$ cat config.mk
export PLATFORM = sky130hd
export DESIGN_NAME = pg_delay_ramp_and_fault_masks
export DESIGN_NICKNAME = d
export VERILOG_FILES = /design/src/rtl/linear11_ticks.v /design/src/rtl/output_ok_timer.v /design/src/rtl/pg_delay_ramp_and_fault_masks.v
export VERILOG_INCLUDE_DIRS = /design/src /design/src/shared
export SDC_FILE = /design/constraint.sdc
export NUM_CORES = 2
export LEC_CHECK = 0
export BUFFER_PORTS_ARGS = -buffer_cell sky130_fd_sc_hd__buf_2
export CELL_PAD_IN_SITES_DETAIL_PLACEMENT = 1
export CELL_PAD_IN_SITES_GLOBAL_PLACEMENT = 1
export CORE_UTILIZATION = 40
export DETAILED_ROUTE_END_ITERATION = 7
export MAX_ROUTING_LAYER = met4
export PLACE_DENSITY_LB_ADDON = 0.1
export SLEW_MARGIN = 20
export SYNTH_ARGS = -nofsm -noshare
export SYNTH_HDL_FRONTEND = slang
export SYNTH_HIERARCHICAL = 1
export SYNTH_SLANG_ARGS = --single-unit
$ cat constraint.sdc
create_clock -name mclk -period 9.2 [get_ports mclk]
set_clock_uncertainty 0.05 [all_clocks]
set_input_delay 0.46 -clock mclk [delete_from_list [all_inputs] [get_ports mclk]]
set_output_delay 0.46 -clock mclk [all_outputs]
set_load 0.05 [all_outputs]
$ cat src/shared/pg_delay_consts.vh
// Command codes, reset values, field layouts and timing for the power-good and mask bank
`ifndef PG_DELAY_CONSTS_VH
`define PG_DELAY_CONSTS_VH

`define CMD_OUTPUT_OK_ASSERT_DELAY 8'hD4
`define CMD_STARTUP_RAMP_GAIN      8'hD5
`define CMD_CAPTURE_FAULT_MASK     8'hD7
`define CMD_ALERT_FAULT_MASK       8'hDB

`define RST_OUTPUT_OK_ASSERT_DELAY 16'hBA00
`define RST_STARTUP_RAMP_GAIN      8'h03
`define RST_CAPTURE_FAULT_MASK     16'h0000
`define RST_ALERT_FAULT_MASK       56'h00000000000000

// Writable bits: unused capture bits 8, 9, 14, 15 and summary bit 5 read as zero
`define CAPTURE_MASK_USED          16'h3CFF
`define ALERT_MASK_USED            56'hFFFFFFFFFFFFDF

// Linear-11 field layout
`define L11_EXP_MSB                15
`define L11_EXP_LSB                11
`define L11_MANT_MSB               10

// Delay timing: step size, range and clock period
`define PG_STEP_NS                 125
`define PG_MAX_MS                  500
`define NS_PER_MS                  1000000
`define MCLK_PERIOD_NS             20

// Rise-time equation constant
`define RAMP_EQ_FACTOR             4'hE

`endif

$ cat src/rtl/linear11_ticks.v
// Converts a linear-11 delay word in milliseconds to a count of delay steps
`default_nettype none
`include "pg_delay_consts.vh"

module linear11_ticks #(
	parameter TICK_W = 22
)(
	input  wire [15:0]       delay_word,
	output reg  [TICK_W-1:0] delay_ticks
);
	localparam STEPS_INT = `NS_PER_MS / `PG_STEP_NS;
	localparam MAX_INT   = `PG_MAX_MS * STEPS_INT;
	localparam [12:0] STEPS_PER_MS = STEPS_INT[12:0];
	localparam [39:0] MAX_TICKS    = {8'h00, MAX_INT[31:0]};

	wire signed [4:0]  exp_n   = delay_word[`L11_EXP_MSB:`L11_EXP_LSB];
	wire               mant_neg = delay_word[`L11_MANT_MSB];
	wire [22:0]        prod    = delay_word[`L11_MANT_MSB-1:0] * STEPS_PER_MS;
	reg  [39:0]        wide;

	always @*
	begin
		// Negative mantissa means no sensible delay; treat as zero
		if (mant_neg)
			wide = 40'h0;
		else if (exp_n[4])
			wide = {17'h0, prod} >> (5'd0 - exp_n);
		else
			wide = {17'h0, prod} << exp_n;
		// Saturate at the top of the range rather than wrap
		if (wide > MAX_TICKS)
			delay_ticks = MAX_TICKS[TICK_W-1:0];
		else
			delay_ticks = wide[TICK_W-1:0];
	end
endmodule
`default_nettype wire

$ cat src/rtl/output_ok_timer.v
// Per-output qualification timer that raises output ok after the programmed delay
`default_nettype none

module output_ok_timer #(
	parameter TICK_W = 22
)(
	input  wire              mclk,
	input  wire              rst_b,
	input  wire              step_tick,
	input  wire              above_thresh,
	input  wire [TICK_W-1:0] delay_ticks,
	output reg               output_ok_r
);
	reg [TICK_W-1:0] count_r;

	always @(posedge mclk or negedge rst_b)
	begin
		if (!rst_b)
		begin
			count_r     <= {TICK_W{1'b0}};
			output_ok_r <= 1'b0;
		end
		else if (!above_thresh)
		begin
			// Any dip restarts qualification from zero
			count_r     <= {TICK_W{1'b0}};
			output_ok_r <= 1'b0;
		end
		else if (!output_ok_r)
		begin
			if (count_r >= delay_ticks)
				output_ok_r <= 1'b1;
			else if (step_tick)
				count_r <= count_r + {{(TICK_W-1){1'b0}}, 1'b1};
		end
	end
endmodule
`default_nettype wire

$ cat src/rtl/pg_delay_ramp_and_fault_masks.v
// Power-good delay, start-up ramp-gain mode and fault mask command bank
// Function
// - Output ok rises only after the configured delay above the threshold.
// - Delay spans zero to 500 ms in 125 ns steps.
// - Delay word is linear-11 milliseconds; reset BA00h equals 1 ms.
// - Each output page holds its own independent delay word.
// - Ramp-gain mode is entered automatically in a four-phase group.
// - Ramp-gain mode holds fast compensation off until output ok.
// - Ramp-gain mode allows no soft-off and ignores turn-off fall time.
// - Ramp-gain shutdown tri-states high-side drive and pulls low-side low.
// - Standalone keeps compensation on and rise, fall, soft-off normal.
// - Ramp gain is one global 8-bit value, reset 03h.
// - Rise time is output command over 14, input, frequency, gain.
// - Set capture mask bits suppress capture event and store; reset 0000h.
// - Capture mask bits 0-7 and 10-13 map fault types; others unused.
// - Set alert mask bits stop the matching status fault asserting alert.
// - Alert mask is seven bytes, reset all zeros.
// - Summary byte bits mask voltage, current, input, temperature, comms, mfr.
`default_nettype none
`include "pg_delay_consts.vh"

module pg_delay_ramp_and_fault_masks #(
	parameter PAGES  = 2,
	parameter TICK_W = 22
)(
	input  wire                mclk,
	input  wire                rst_b,
	// Command port from the management bus engine
	input  wire                cmd_valid,
	input  wire                cmd_write,
	input  wire [7:0]          cmd_code,
	input  wire                cmd_page,
	input  wire [55:0]         cmd_wdata,
	output reg                 rsp_ack_r,
	output reg                 rsp_err_r,
	output reg  [55:0]         rsp_rdata_r,
	// Converter state
	input  wire [PAGES-1:0]    vout_above_pg,
	input  wire                four_phase_group,
	input  wire [PAGES-1:0]    shutdown_cmd,
	input  wire [PAGES-1:0]    pwm_high_in,
	input  wire [PAGES-1:0]    pwm_low_in,
	input  wire [15:0]         vin_code,
	input  wire [11:0]         fsw_code,
	input  wire [15:0]         fault_event,
	input  wire [55:0]         status_bytes,
	// Outputs
	output reg  [PAGES-1:0]    output_ok_pin,
	output reg  [PAGES-1:0]    fast_loop_compensation,
	output reg                 ramp_gain_mode_r,
	output reg                 soft_off_allow_r,
	output reg                 turnoff_fall_time_en_r,
	output reg                 turnon_rise_time_en_r,
	output reg  [39:0]         ramp_slope_r,
	output reg  [PAGES-1:0]    high_side_drive_out,
	output reg  [PAGES-1:0]    high_side_drive_oe,
	output reg  [PAGES-1:0]    low_side_drive_out,
	output reg                 capture_event_r,
	output reg                 capture_store_r,
	output reg                 alert_pin_out,
	output reg                 alert_pin_oe
);
	// Step divider: 20 ns clocks accumulate against the 125 ns step so the mean step is
	// exact; single steps last 6 or 7 cycles, and the clock must stay faster than a step
	localparam STEP_NS_INT = `PG_STEP_NS;
	localparam CLK_NS_INT  = `MCLK_PERIOD_NS;
	localparam [7:0] STEP_NS = STEP_NS_INT[7:0];
	localparam [7:0] CLK_NS  = CLK_NS_INT[7:0];
	localparam [7:0] WRAP_AT = STEP_NS - CLK_NS;

	reg  [7:0]          step_acc_r;
	reg                 step_tick_r;
	reg  [PAGES-1:0]    above_meta_r;
	reg  [PAGES-1:0]    above_sync_r;
	reg  [15:0]         delay_word_r [0:PAGES-1];
	reg  [7:0]          startup_ramp_gain_r;
	reg  [15:0]         capture_fault_mask_r;
	reg  [55:0]         alert_fault_mask_r;
	reg  [55:0]         rdata_nxt;
	reg                 err_nxt;
	wire [PAGES-1:0]    ok_raw;
	wire [15:0]         capture_hits;
	wire [55:0]         alert_hits;
	wire [39:0]         slope_nxt;
	wire [PAGES-1:0]    page_hot;
	wire                cmd_wr;

	// One-cycle step enable, 125 ns apart on average
	always @(posedge mclk or negedge rst_b)
	begin
		if (!rst_b)
		begin
			step_acc_r  <= 8'h00;
			step_tick_r <= 1'b0;
		end
		else if (step_acc_r >= WRAP_AT)
		begin
			step_acc_r  <= step_acc_r + CLK_NS - STEP_NS;
			step_tick_r <= 1'b1;
		end
		else
		begin
			step_acc_r  <= step_acc_r + CLK_NS;
			step_tick_r <= 1'b0;
		end
	end

	// Comparator levels come from the analog side, so they are synchronised first
	always @(posedge mclk or negedge rst_b)
	begin
		if (!rst_b)
		begin
			above_meta_r <= {PAGES{1'b0}};
			above_sync_r <= {PAGES{1'b0}};
		end
		else
		begin
			above_meta_r <= vout_above_pg;
			above_sync_r <= above_meta_r;
		end
	end

	// Page select decoded once so each page tests one bit, not the page number
	assign cmd_wr   = cmd_valid && cmd_write;
	assign page_hot = {{(PAGES-1){1'b0}}, 1'b1} << cmd_page;

	// Per-page delay word, converter and timer
	genvar p;
	generate
		for (p = 0; p < PAGES; p = p + 1)
		begin : page
			wire [TICK_W-1:0] ticks;

			always @(posedge mclk or negedge rst_b)
			begin
				if (!rst_b)
					delay_word_r[p] <= `RST_OUTPUT_OK_ASSERT_DELAY;
				else if (cmd_wr && page_hot[p]
					&& cmd_code == `CMD_OUTPUT_OK_ASSERT_DELAY)
					delay_word_r[p] <= cmd_wdata[15:0];
			end

			linear11_ticks #(
				.TICK_W      (TICK_W)
			) conv (
				.delay_word  (delay_word_r[p]),
				.delay_ticks (ticks)
			);

			output_ok_timer #(
				.TICK_W       (TICK_W)
			) timer (
				.mclk         (mclk),
				.rst_b        (rst_b),
				.step_tick    (step_tick_r),
				.above_thresh (above_sync_r[p]),
				.delay_ticks  (ticks),
				.output_ok_r  (ok_raw[p])
			);

			// Power stage drive and compensation per output
			always @(posedge mclk or negedge rst_b)
			begin
				if (!rst_b)
				begin
					output_ok_pin[p]          <= 1'b0;
					fast_loop_compensation[p] <= 1'b1;
					high_side_drive_out[p]    <= 1'b0;
					high_side_drive_oe[p]     <= 1'b0;
					low_side_drive_out[p]     <= 1'b0;
				end
				else
				begin
					output_ok_pin[p] <= ok_raw[p];
					// Ramp mode keeps the wide loop off until the output qualifies
					fast_loop_compensation[p] <= !ramp_gain_mode_r || ok_raw[p];
					if (ramp_gain_mode_r && shutdown_cmd[p])
					begin
						// Hard stop: no soft-off ramp exists in this mode
						high_side_drive_out[p] <= 1'b0;
						high_side_drive_oe[p]  <= 1'b0;
						low_side_drive_out[p]  <= 1'b0;
					end
					else
					begin
						high_side_drive_out[p] <= pwm_high_in[p];
						high_side_drive_oe[p]  <= 1'b1;
						low_side_drive_out[p]  <= pwm_low_in[p];
					end
				end
			end
		end
	endgenerate

	// Global registers
	always @(posedge mclk or negedge rst_b)
	begin
		if (!rst_b)
		begin
			startup_ramp_gain_r  <= `RST_STARTUP_RAMP_GAIN;
			capture_fault_mask_r <= `RST_CAPTURE_FAULT_MASK;
			alert_fault_mask_r   <= `RST_ALERT_FAULT_MASK;
		end
		else if (cmd_wr)
		begin
			case (cmd_code)
				`CMD_STARTUP_RAMP_GAIN:
					startup_ramp_gain_r <= cmd_wdata[7:0];
				`CMD_CAPTURE_FAULT_MASK:
					capture_fault_mask_r <= cmd_wdata[15:0] & `CAPTURE_MASK_USED;
				`CMD_ALERT_FAULT_MASK:
					alert_fault_mask_r <= cmd_wdata & `ALERT_MASK_USED;
				default:
					startup_ramp_gain_r <= startup_ramp_gain_r;
			endcase
		end
	end

	// Read mux; unknown codes answer with an error and zero data
	always @*
	begin
		rdata_nxt = 56'h0;
		err_nxt   = 1'b0;
		case (cmd_code)
			`CMD_OUTPUT_OK_ASSERT_DELAY:
				rdata_nxt[15:0] = delay_word_r[cmd_page];
			`CMD_STARTUP_RAMP_GAIN:
				rdata_nxt[7:0] = startup_ramp_gain_r;
			`CMD_CAPTURE_FAULT_MASK:
				rdata_nxt[15:0] = capture_fault_mask_r;
			`CMD_ALERT_FAULT_MASK:
				rdata_nxt = alert_fault_mask_r;
			default:
				err_nxt = 1'b1;
		endcase
	end

	always @(posedge mclk or negedge rst_b)
	begin
		if (!rst_b)
		begin
			rsp_ack_r   <= 1'b0;
			rsp_err_r   <= 1'b0;
			rsp_rdata_r <= 56'h0;
		end
		else
		begin
			rsp_ack_r <= cmd_valid;
			rsp_err_r <= cmd_valid && err_nxt;
			if (cmd_valid && !cmd_write)
				rsp_rdata_r <= rdata_nxt;
		end
	end

	// Mode selection and rise-rate; slope is the divisor of the output command
	assign slope_nxt = `RAMP_EQ_FACTOR * vin_code * fsw_code * startup_ramp_gain_r;

	always @(posedge mclk or negedge rst_b)
	begin
		if (!rst_b)
		begin
			ramp_gain_mode_r       <= 1'b0;
			soft_off_allow_r       <= 1'b1;
			turnoff_fall_time_en_r <= 1'b1;
			turnon_rise_time_en_r  <= 1'b1;
			ramp_slope_r           <= 40'h0;
		end
		else
		begin
			ramp_gain_mode_r       <= four_phase_group;
			soft_off_allow_r       <= !four_phase_group;
			turnoff_fall_time_en_r <= !four_phase_group;
			// Rise time is set by the gain slope instead of the turn-on time
			turnon_rise_time_en_r  <= !four_phase_group;
			ramp_slope_r           <= slope_nxt;
		end
	end

	// Fault masking: capture and alert
	assign capture_hits = fault_event & ~capture_fault_mask_r & `CAPTURE_MASK_USED;
	assign alert_hits   = status_bytes & ~alert_fault_mask_r;

	always @(posedge mclk or negedge rst_b)
	begin
		if (!rst_b)
		begin
			capture_event_r <= 1'b0;
			capture_store_r <= 1'b0;
		end
		else
		begin
			capture_event_r <= |capture_hits;
			capture_store_r <= |capture_hits;
		end
	end

	// Open drain: only ever pulls low, so the level is fixed and the enable carries the alert
	always @(posedge mclk or negedge rst_b)
	begin
		if (!rst_b)
		begin
			alert_pin_out <= 1'b0;
			alert_pin_oe  <= 1'b0;
		end
		else
		begin
			alert_pin_out <= 1'b0;
			alert_pin_oe  <= |alert_hits;
		end
	end
endmodule
`default_nettype wire

Word level (Yosys, flattened, before mapping)
Index checks and enable logic that the tools add are counted.
- register bits after elaboration: 277
- output and inout bits: 116
- word-level logic and storage cells: 125
- add/sub/neg operators: 6
- multiply operators: 5
- order comparisons: 6
- equal/unequal tests: 10
- shifts and indexed selects: 5
- muxes and demuxes: 35
- bitwise logic cells: 5
- reductions and logical operators: 22
- operators by type and width (cell ; count):
    $mux 22 ; 10
    $mux 40 ; 5
    $gt 40x22->1 const B ; 2
    $shl 23x5->40 ; 2
    $shr 23x5->40 ; 2
    $and 56x56->56 ; 1
    $not 56->56 ; 1
    $reduce_or 56->1 ; 1
    $mux 16 ; 3
    $add 22x1->22 const B ; 2
    $ge 22x22->1 ; 2
    $mul 31x8->39 ; 1
    $mul 10x7->17 const B ; 2
    $eq 8x8->1 const B ; 4
    $pmux 8 s4 ; 1
    $mul 19x12->31 ; 1
    $pmux 8 s3 ; 1
    $mul 3x16->19 const A ; 1
    $and 14x14->14 ; 1
    $mux 1 ; 14
    $not 14->14 ; 1
    $ne 2x2->1 const B ; 6
    $reduce_or 12->1 ; 1
    $sub 1x5->5 const A ; 2
    other kinds (13) ; 27

Logic depth before layout (Yosys ltp)
- word-level depth: 10
- depth in mapped cells: 48
- depth with buffers taken out: 45

Cells and area by module
The synthesis kept the hierarchy.
- by module, submodules not included (module ; times used ; cells each ; area an instance (um^2) ; seq. area each (um^2)):
    pg_delay_ramp_and_fault_masks ; 1 ; 3033 ; 27587.7 ; 5799.3
    linear11_ticks ; 2 ; 674 ; 4937.2 ; 0.0
    output_ok_timer ; 2 ; 211 ; 1821.7 ; 575.6

Least setup slack after synthesis
OpenSTA, ideal clock, no wires.
- path kind: input port to flip-flop
- start point: in vin_code[0]
- end point: reg ramp_slope_r[38]
- setup time: 0.126 ns
- data arrival time: 11.317 ns
- slack: -2.293 ns
- cell stages on the path: 46
- path through: clkbuf_1 -> inv_1 -> fa_1 -> inv_1 -> ha_1 -> inv_1 -> fa_1 -> nor2b_1 -> o21a_1 -> o21ai_2 -> a21oi_1 -> o21a_1 -> o21ai_0 -> clkbuf_1 -> nand3_1 -> fa_1 -> fa_1 -> inv_1 -> [... 10 more ...] -> nand2_1 -> a31oi_4 -> mux2_1 -> fa_1 -> inv_1 -> fa_1 -> inv_1 -> fa_1 -> inv_1 -> fa_1 -> ha_1 -> clkbuf_1 -> nand3_1 -> inv_1 -> a211oi_1 -> o21ai_0 -> a21oi_1 -> o311a_1
- longest elaborated chain between the ends: 3
- ends and longest elaborated chain (element ; RTL line ; RTL):
    start, declared ; pg_delay_ramp_and_fault_masks.v:43 ; input wire [15:0] vin_code,
    $mul 3x16->19 (no line) ; n/a ;
    $mul 19x12->31 (no line) ; n/a ;
    $mul 31x8->39 (no line) ; n/a ;
    via slope_nxt[38] ; pg_delay_ramp_and_fault_masks.v:84 ; wire [39:0] slope_nxt;
    end signal, assigned ; pg_delay_ramp_and_fault_masks.v:275 ; ramp_slope_r <= slope_nxt;
    end, declared ; pg_delay_ramp_and_fault_masks.v:54 ; output reg [39:0] ramp_slope_r,
The timed path passes the listed nets, and every way through them passes these cells.
A chain may end at the register's enable or synchronous reset.

Worst setup path in the final report
- start point: in vin_code[2]
- end point: reg ramp_slope_r[35]
The elaborated chain is that of the path after synthesis.

==> flow_summary_export.csv <==
group,metric,value,unit
status,run_status,"finished with violations",
status,violations,"negative setup slack",
logic_synthesis,synthTopCellsByCount,"sky130_fd_sc_hd__inv_1, sky130_fd_sc_hd__nand2_1, sky130_fd_sc_hd__fa_1",
sta,setup_slack,-1.23,ns
sta,final-max-slew-violation-count,0,
global_routing,number_of_antenna_violations_at_the_first_check_in_global_routing,14,
sta,finalCritPeriodShare,113,%
sta,worstMarginPinSlew,1.14,ns
floorplanning,chipHeight,323,um
clocking,total_number_of_h_tree_levels,2,
routing,dr_top_layer,"met4",
global_routing,grt_max_degree,138,
setup_path,critical_path.endpoint_type,"register",
global_routing,globalRouteTotalUtil,29.4,%
setup_path,critical_path.startpoint_type,"input port",
floorplanning,floorplan.initialDensity,40.3,%
routing,dr.first_iter.drc_count,1940,
routing,finalWirelength,147000,um
logic_synthesis,synth.mux.area_fraction,4.57,%
cells_and_area,net_count_of_the_finished_layout,6299,
routing,route.met3.wl,7610,um
routing,route.antenna.remaining_nets,0,
logic_synthesis,mappedNetlistArea,0.0411,mm^2
sta,maxClockFrequency,0.0958,GHz
place,port-buffer-count,287,
place,gpl.final_weighted_congestion,0.934,
sta,setup-tns-final,-21.58,ns
logic_synthesis,synth_top_cell_by_area,"sky130_fd_sc_hd__fa_1",
global_routing,grt_first_pass_wirelength,233000,um
floorplanning,die_width,323,um
clocking,cts.root.buffer_cell,"sky130_fd_sc_hd__clkbuf_16",
logic_synthesis,asyncSetResetFlopFracSynth,100,%
global_routing,grt_remaining_overflow,0,
setup_path,path_common_cell,"sky130_fd_sc_hd__fa_1",
logic_synthesis,yosys-top-cells-area,"sky130_fd_sc_hd__fa_1, sky130_fd_sc_hd__dfrtp_1, sky130_fd_sc_hd__ha_1, sky130_fd_sc_hd__inv_1, sky130_fd_sc_hd__nand2_1",
logic_synthesis,combinational_family_with_the_most_area_after_synthesis,"adder cells",
sta,hold_viol_final,0,
floorplanning,floorplan_row_count,117,
floorplanning,io_pins,294,
logic_synthesis,number_of_enable_type_register_cells_in_the_synthesized_netlist,0,
setup_path,timing.critical_path.slowest_cell_delay,0.57,ns
logic_synthesis,yosys.area_share.xor_xnor,2.05,%
logic_synthesis,synth_sequential_area_ratio,16.9,%
setup_path,crit_family,"adder cells",
setup_path,path_buf_inv,10,
sta,setup_viol,24,
setup_path,worst-setup-path-type,"in -> reg",
routing,drt-pass1-iter-count,5,
setup_path,crit_arrival,10.87,ns
setup_path,critical_path_peak_fanout,5,
logic_synthesis,yosys_warnings,6,
logic_synthesis,synth_compound_gate_area_share,17.6,%
cells_and_area,final_layout_size_suffix_gt1_share,26.2,%
place,post_dp_cell_area,0.0474,mm^2
cells_and_area,postLayoutCellArea,0.0510,mm^2
sta,slew_headroom,23.3,%
setup_path,critical_path_required,9.64,ns
run,max-cap-violations,0,
routing,routedWlPerCell,21.5,um
routing,drt_drc_violations_left,0,
place,place.detailed.instances,6645,
cells_and_area,area.growth.synth_to_final,24.0,%
logic_synthesis,syn-instance-count,4803,
logic_synthesis,synthMostInstantiatedCell,"sky130_fd_sc_hd__inv_1",
clocking,cts.reportedPaths.clkPinSlew,0.05,ns
clocking,clk_latency,0.64,ns
worst_hold_path,kind_of_path_behind_the_tightest_hold_check,"in -> reg",
clocking,clock_path_buffers,3,
place,detailed_place_hpwl,116000,um
sta,setup_repair_after_global_routing_missed_its_margin,"yes",
logic_synthesis,yosys_most_used_dff,"sky130_fd_sc_hd__dfrtp_1",
floorplanning,die_area,0.104,mm^2
logic_synthesis,synthesis.area_per_instance,8.56,um^2
routing,met2_length,72800,um
global_routing,grt_pass1_vias,41500,
routing,route.layer.met1.wl,60900,um
clocking,cts_inserted_buffers,37,
routing,viasPerCell,5.62,
routing,route.vias.total,38400,
clocking,clock_tree_from_tritoncts,"built",
logic_synthesis,ys_ff_latch,277,
place,pre_cts_slack,-2.09,ns
cells_and_area,layout.cells.non_filler,6829,
logic_synthesis,post_synth_fa_ha_maj_area_fraction,29.0,%
logic_synthesis,post_synth_simple_gate_area,20.8,%
setup_path,timing.critical_path.slowest_stage_cell,"sky130_fd_sc_hd__fa_1",
clocking,sinks_on_the_clock_net,277,
logic_synthesis,synth_cell_types,128,
logic_synthesis,top_cell_type_s_share_of_synthesized_area,20.4,%
sta,fin_crit,10.43,ns
floorplanning,core-area,0.102,mm^2
## stage by stage
stage,hold WS (ns),utilization [%]
6_report,0.0240,50.0
5_1_grt,0.0132,50.0
4_1_cts,0.000503,49.2
3_5_place_dp,0.294,46.5
3_3_place_gp,0.282,46.5
2_1_floorplan,0.114,-
## cells by family after synthesis
family | Yosys count
AND/OR/NAND/NOR | 1637
AO/OA/AOI/OAI | 989
buffers and inverters | 947
adder cells (fa/ha/maj) | 701
flip-flops | 277
multiplexers | 159
XOR/XNOR | 92
other | 1
## registers in the layout, summed over array words and instances, names as in the netlist, 2 cells and up
| register | cells |
|---|---|
| output_ok_pin | 2 |
| above_sync_r | 2 |
| above_meta_r | 2 |
| fast_loop_compensation | 2 |
| step_acc_r | 8 |
| high_side_drive_oe | 2 |
| alert_fault_mask_r | 55 |
| capture_fault_mask_r | 12 |
| startup_ramp_gain_r | 8 |
| rsp_rdata_r | 56 |
| page.timer/count_r | 44 |
| low_side_drive_out | 2 |
| page.timer/output_ok_r | 2 |
| delay_word_r | 32 |
| high_side_drive_out | 2 |
| ramp_slope_r | 39 |
## layout by cell type (no fill, tap or decap), types with 46 or more instances in the layout
master / synthesis / routed
sky130_fd_sc_hd__nand2_1: 509 / 495
sky130_fd_sc_hd__xnor2_1: 61 / 46
sky130_fd_sc_hd__and2_1: 204 / 189
sky130_fd_sc_hd__dfrtp_1: 262 / 262
sky130_fd_sc_hd__nand3_1: 164 / 155
sky130_fd_sc_hd__inv_1: 642 / 613
sky130_fd_sc_hd__nor3_1: 99 / 88
sky130_fd_sc_hd__nand2b_1: 57 / 56
sky130_fd_sc_hd__a21oi_1: 194 / 158
sky130_fd_sc_hd__mux2_2: 101 / 101
sky130_fd_sc_hd__buf_4: 14 / 490
sky130_fd_sc_hd__nor2_1: 206 / 195
sky130_fd_sc_hd__a21o_1: 68 / 67
sky130_fd_sc_hd__o211ai_1: 65 / 65
sky130_fd_sc_hd__o21ai_0: 126 / 109
sky130_fd_sc_hd__fa_1: 418 / 408
sky130_fd_sc_hd__buf_2: 51 / 284
sky130_fd_sc_hd__ha_1: 283 / 242
sky130_fd_sc_hd__o31ai_1: 52 / 51
sky130_fd_sc_hd__nand4_1: 112 / 112
sky130_fd_sc_hd__or4_1: 50 / 49
## final cells by class
| cell class | count | area, um^2 |
|---|---|---|
| diodes | 13 | 32.5 |
| well taps | 1368 | 1710 |
| fillers | 12100 | 50900 |
| clock inverters | 18 | 328 |
| repair buffers | 874 | 6300 |
| multi-input cells | 3580 | 32100 |
| inverters | 650 | 2440 |
| clock buffers | 49 | 1050 |
| flip-flops and latches | 277 | 6950 |
## final timing paths
check | slack (ns) | cells past startpoint | endpoint | startpoint
worst min-delay path | 0.02 | 3 | alert_fault_mask_r[53] | cmd_wdata[53]
worst max register to register | 0.44 | 24 | page[0].timer/count_r[17] | delay_word_r[19]
min in group asynchronous | 0.37 | 2 | ramp_slope_r[4] | rst_b
worst min register to register | 0.30 | 0 | above_sync_r[1] | above_meta_r[1]
max in group asynchronous | 6.64 | 4 | rsp_rdata_r[53] | rst_b
worst max-delay path | -1.23 | 43 | ramp_slope_r[35] | vin_code[2]
## layer usage
layer / vias to the layer above / GRT usage [%]
li1: 17800 / -
met1: 19500 / 34.6
met2: 879 / 50.4
met3: 210 / 5.10
met4: 0 / 10.1
met5: - / -
## worst register-to-register path: cells and delay by family, from the launching register on
kind	cells	cell delay, ns
flops	1	0.45
mux	1	0.54
simple gates	3	1.34
buf+inv	3	0.27
compound gates	11	3.31
fa+ha+maj	6	2.70
## what timing repair did
action	in CTS	in global routing
hold buffers	45	0
setup endpoints to repair	26	33
pin swaps	95	110
endpoints found under the hold margin	116	0
setup buffers	40	19
gates cloned	1	1
resized for setup	129	138
Power is left out: the tool's default activity adds up to more than one toggle a clock period on the data nets, which glitch-free logic cannot reach.
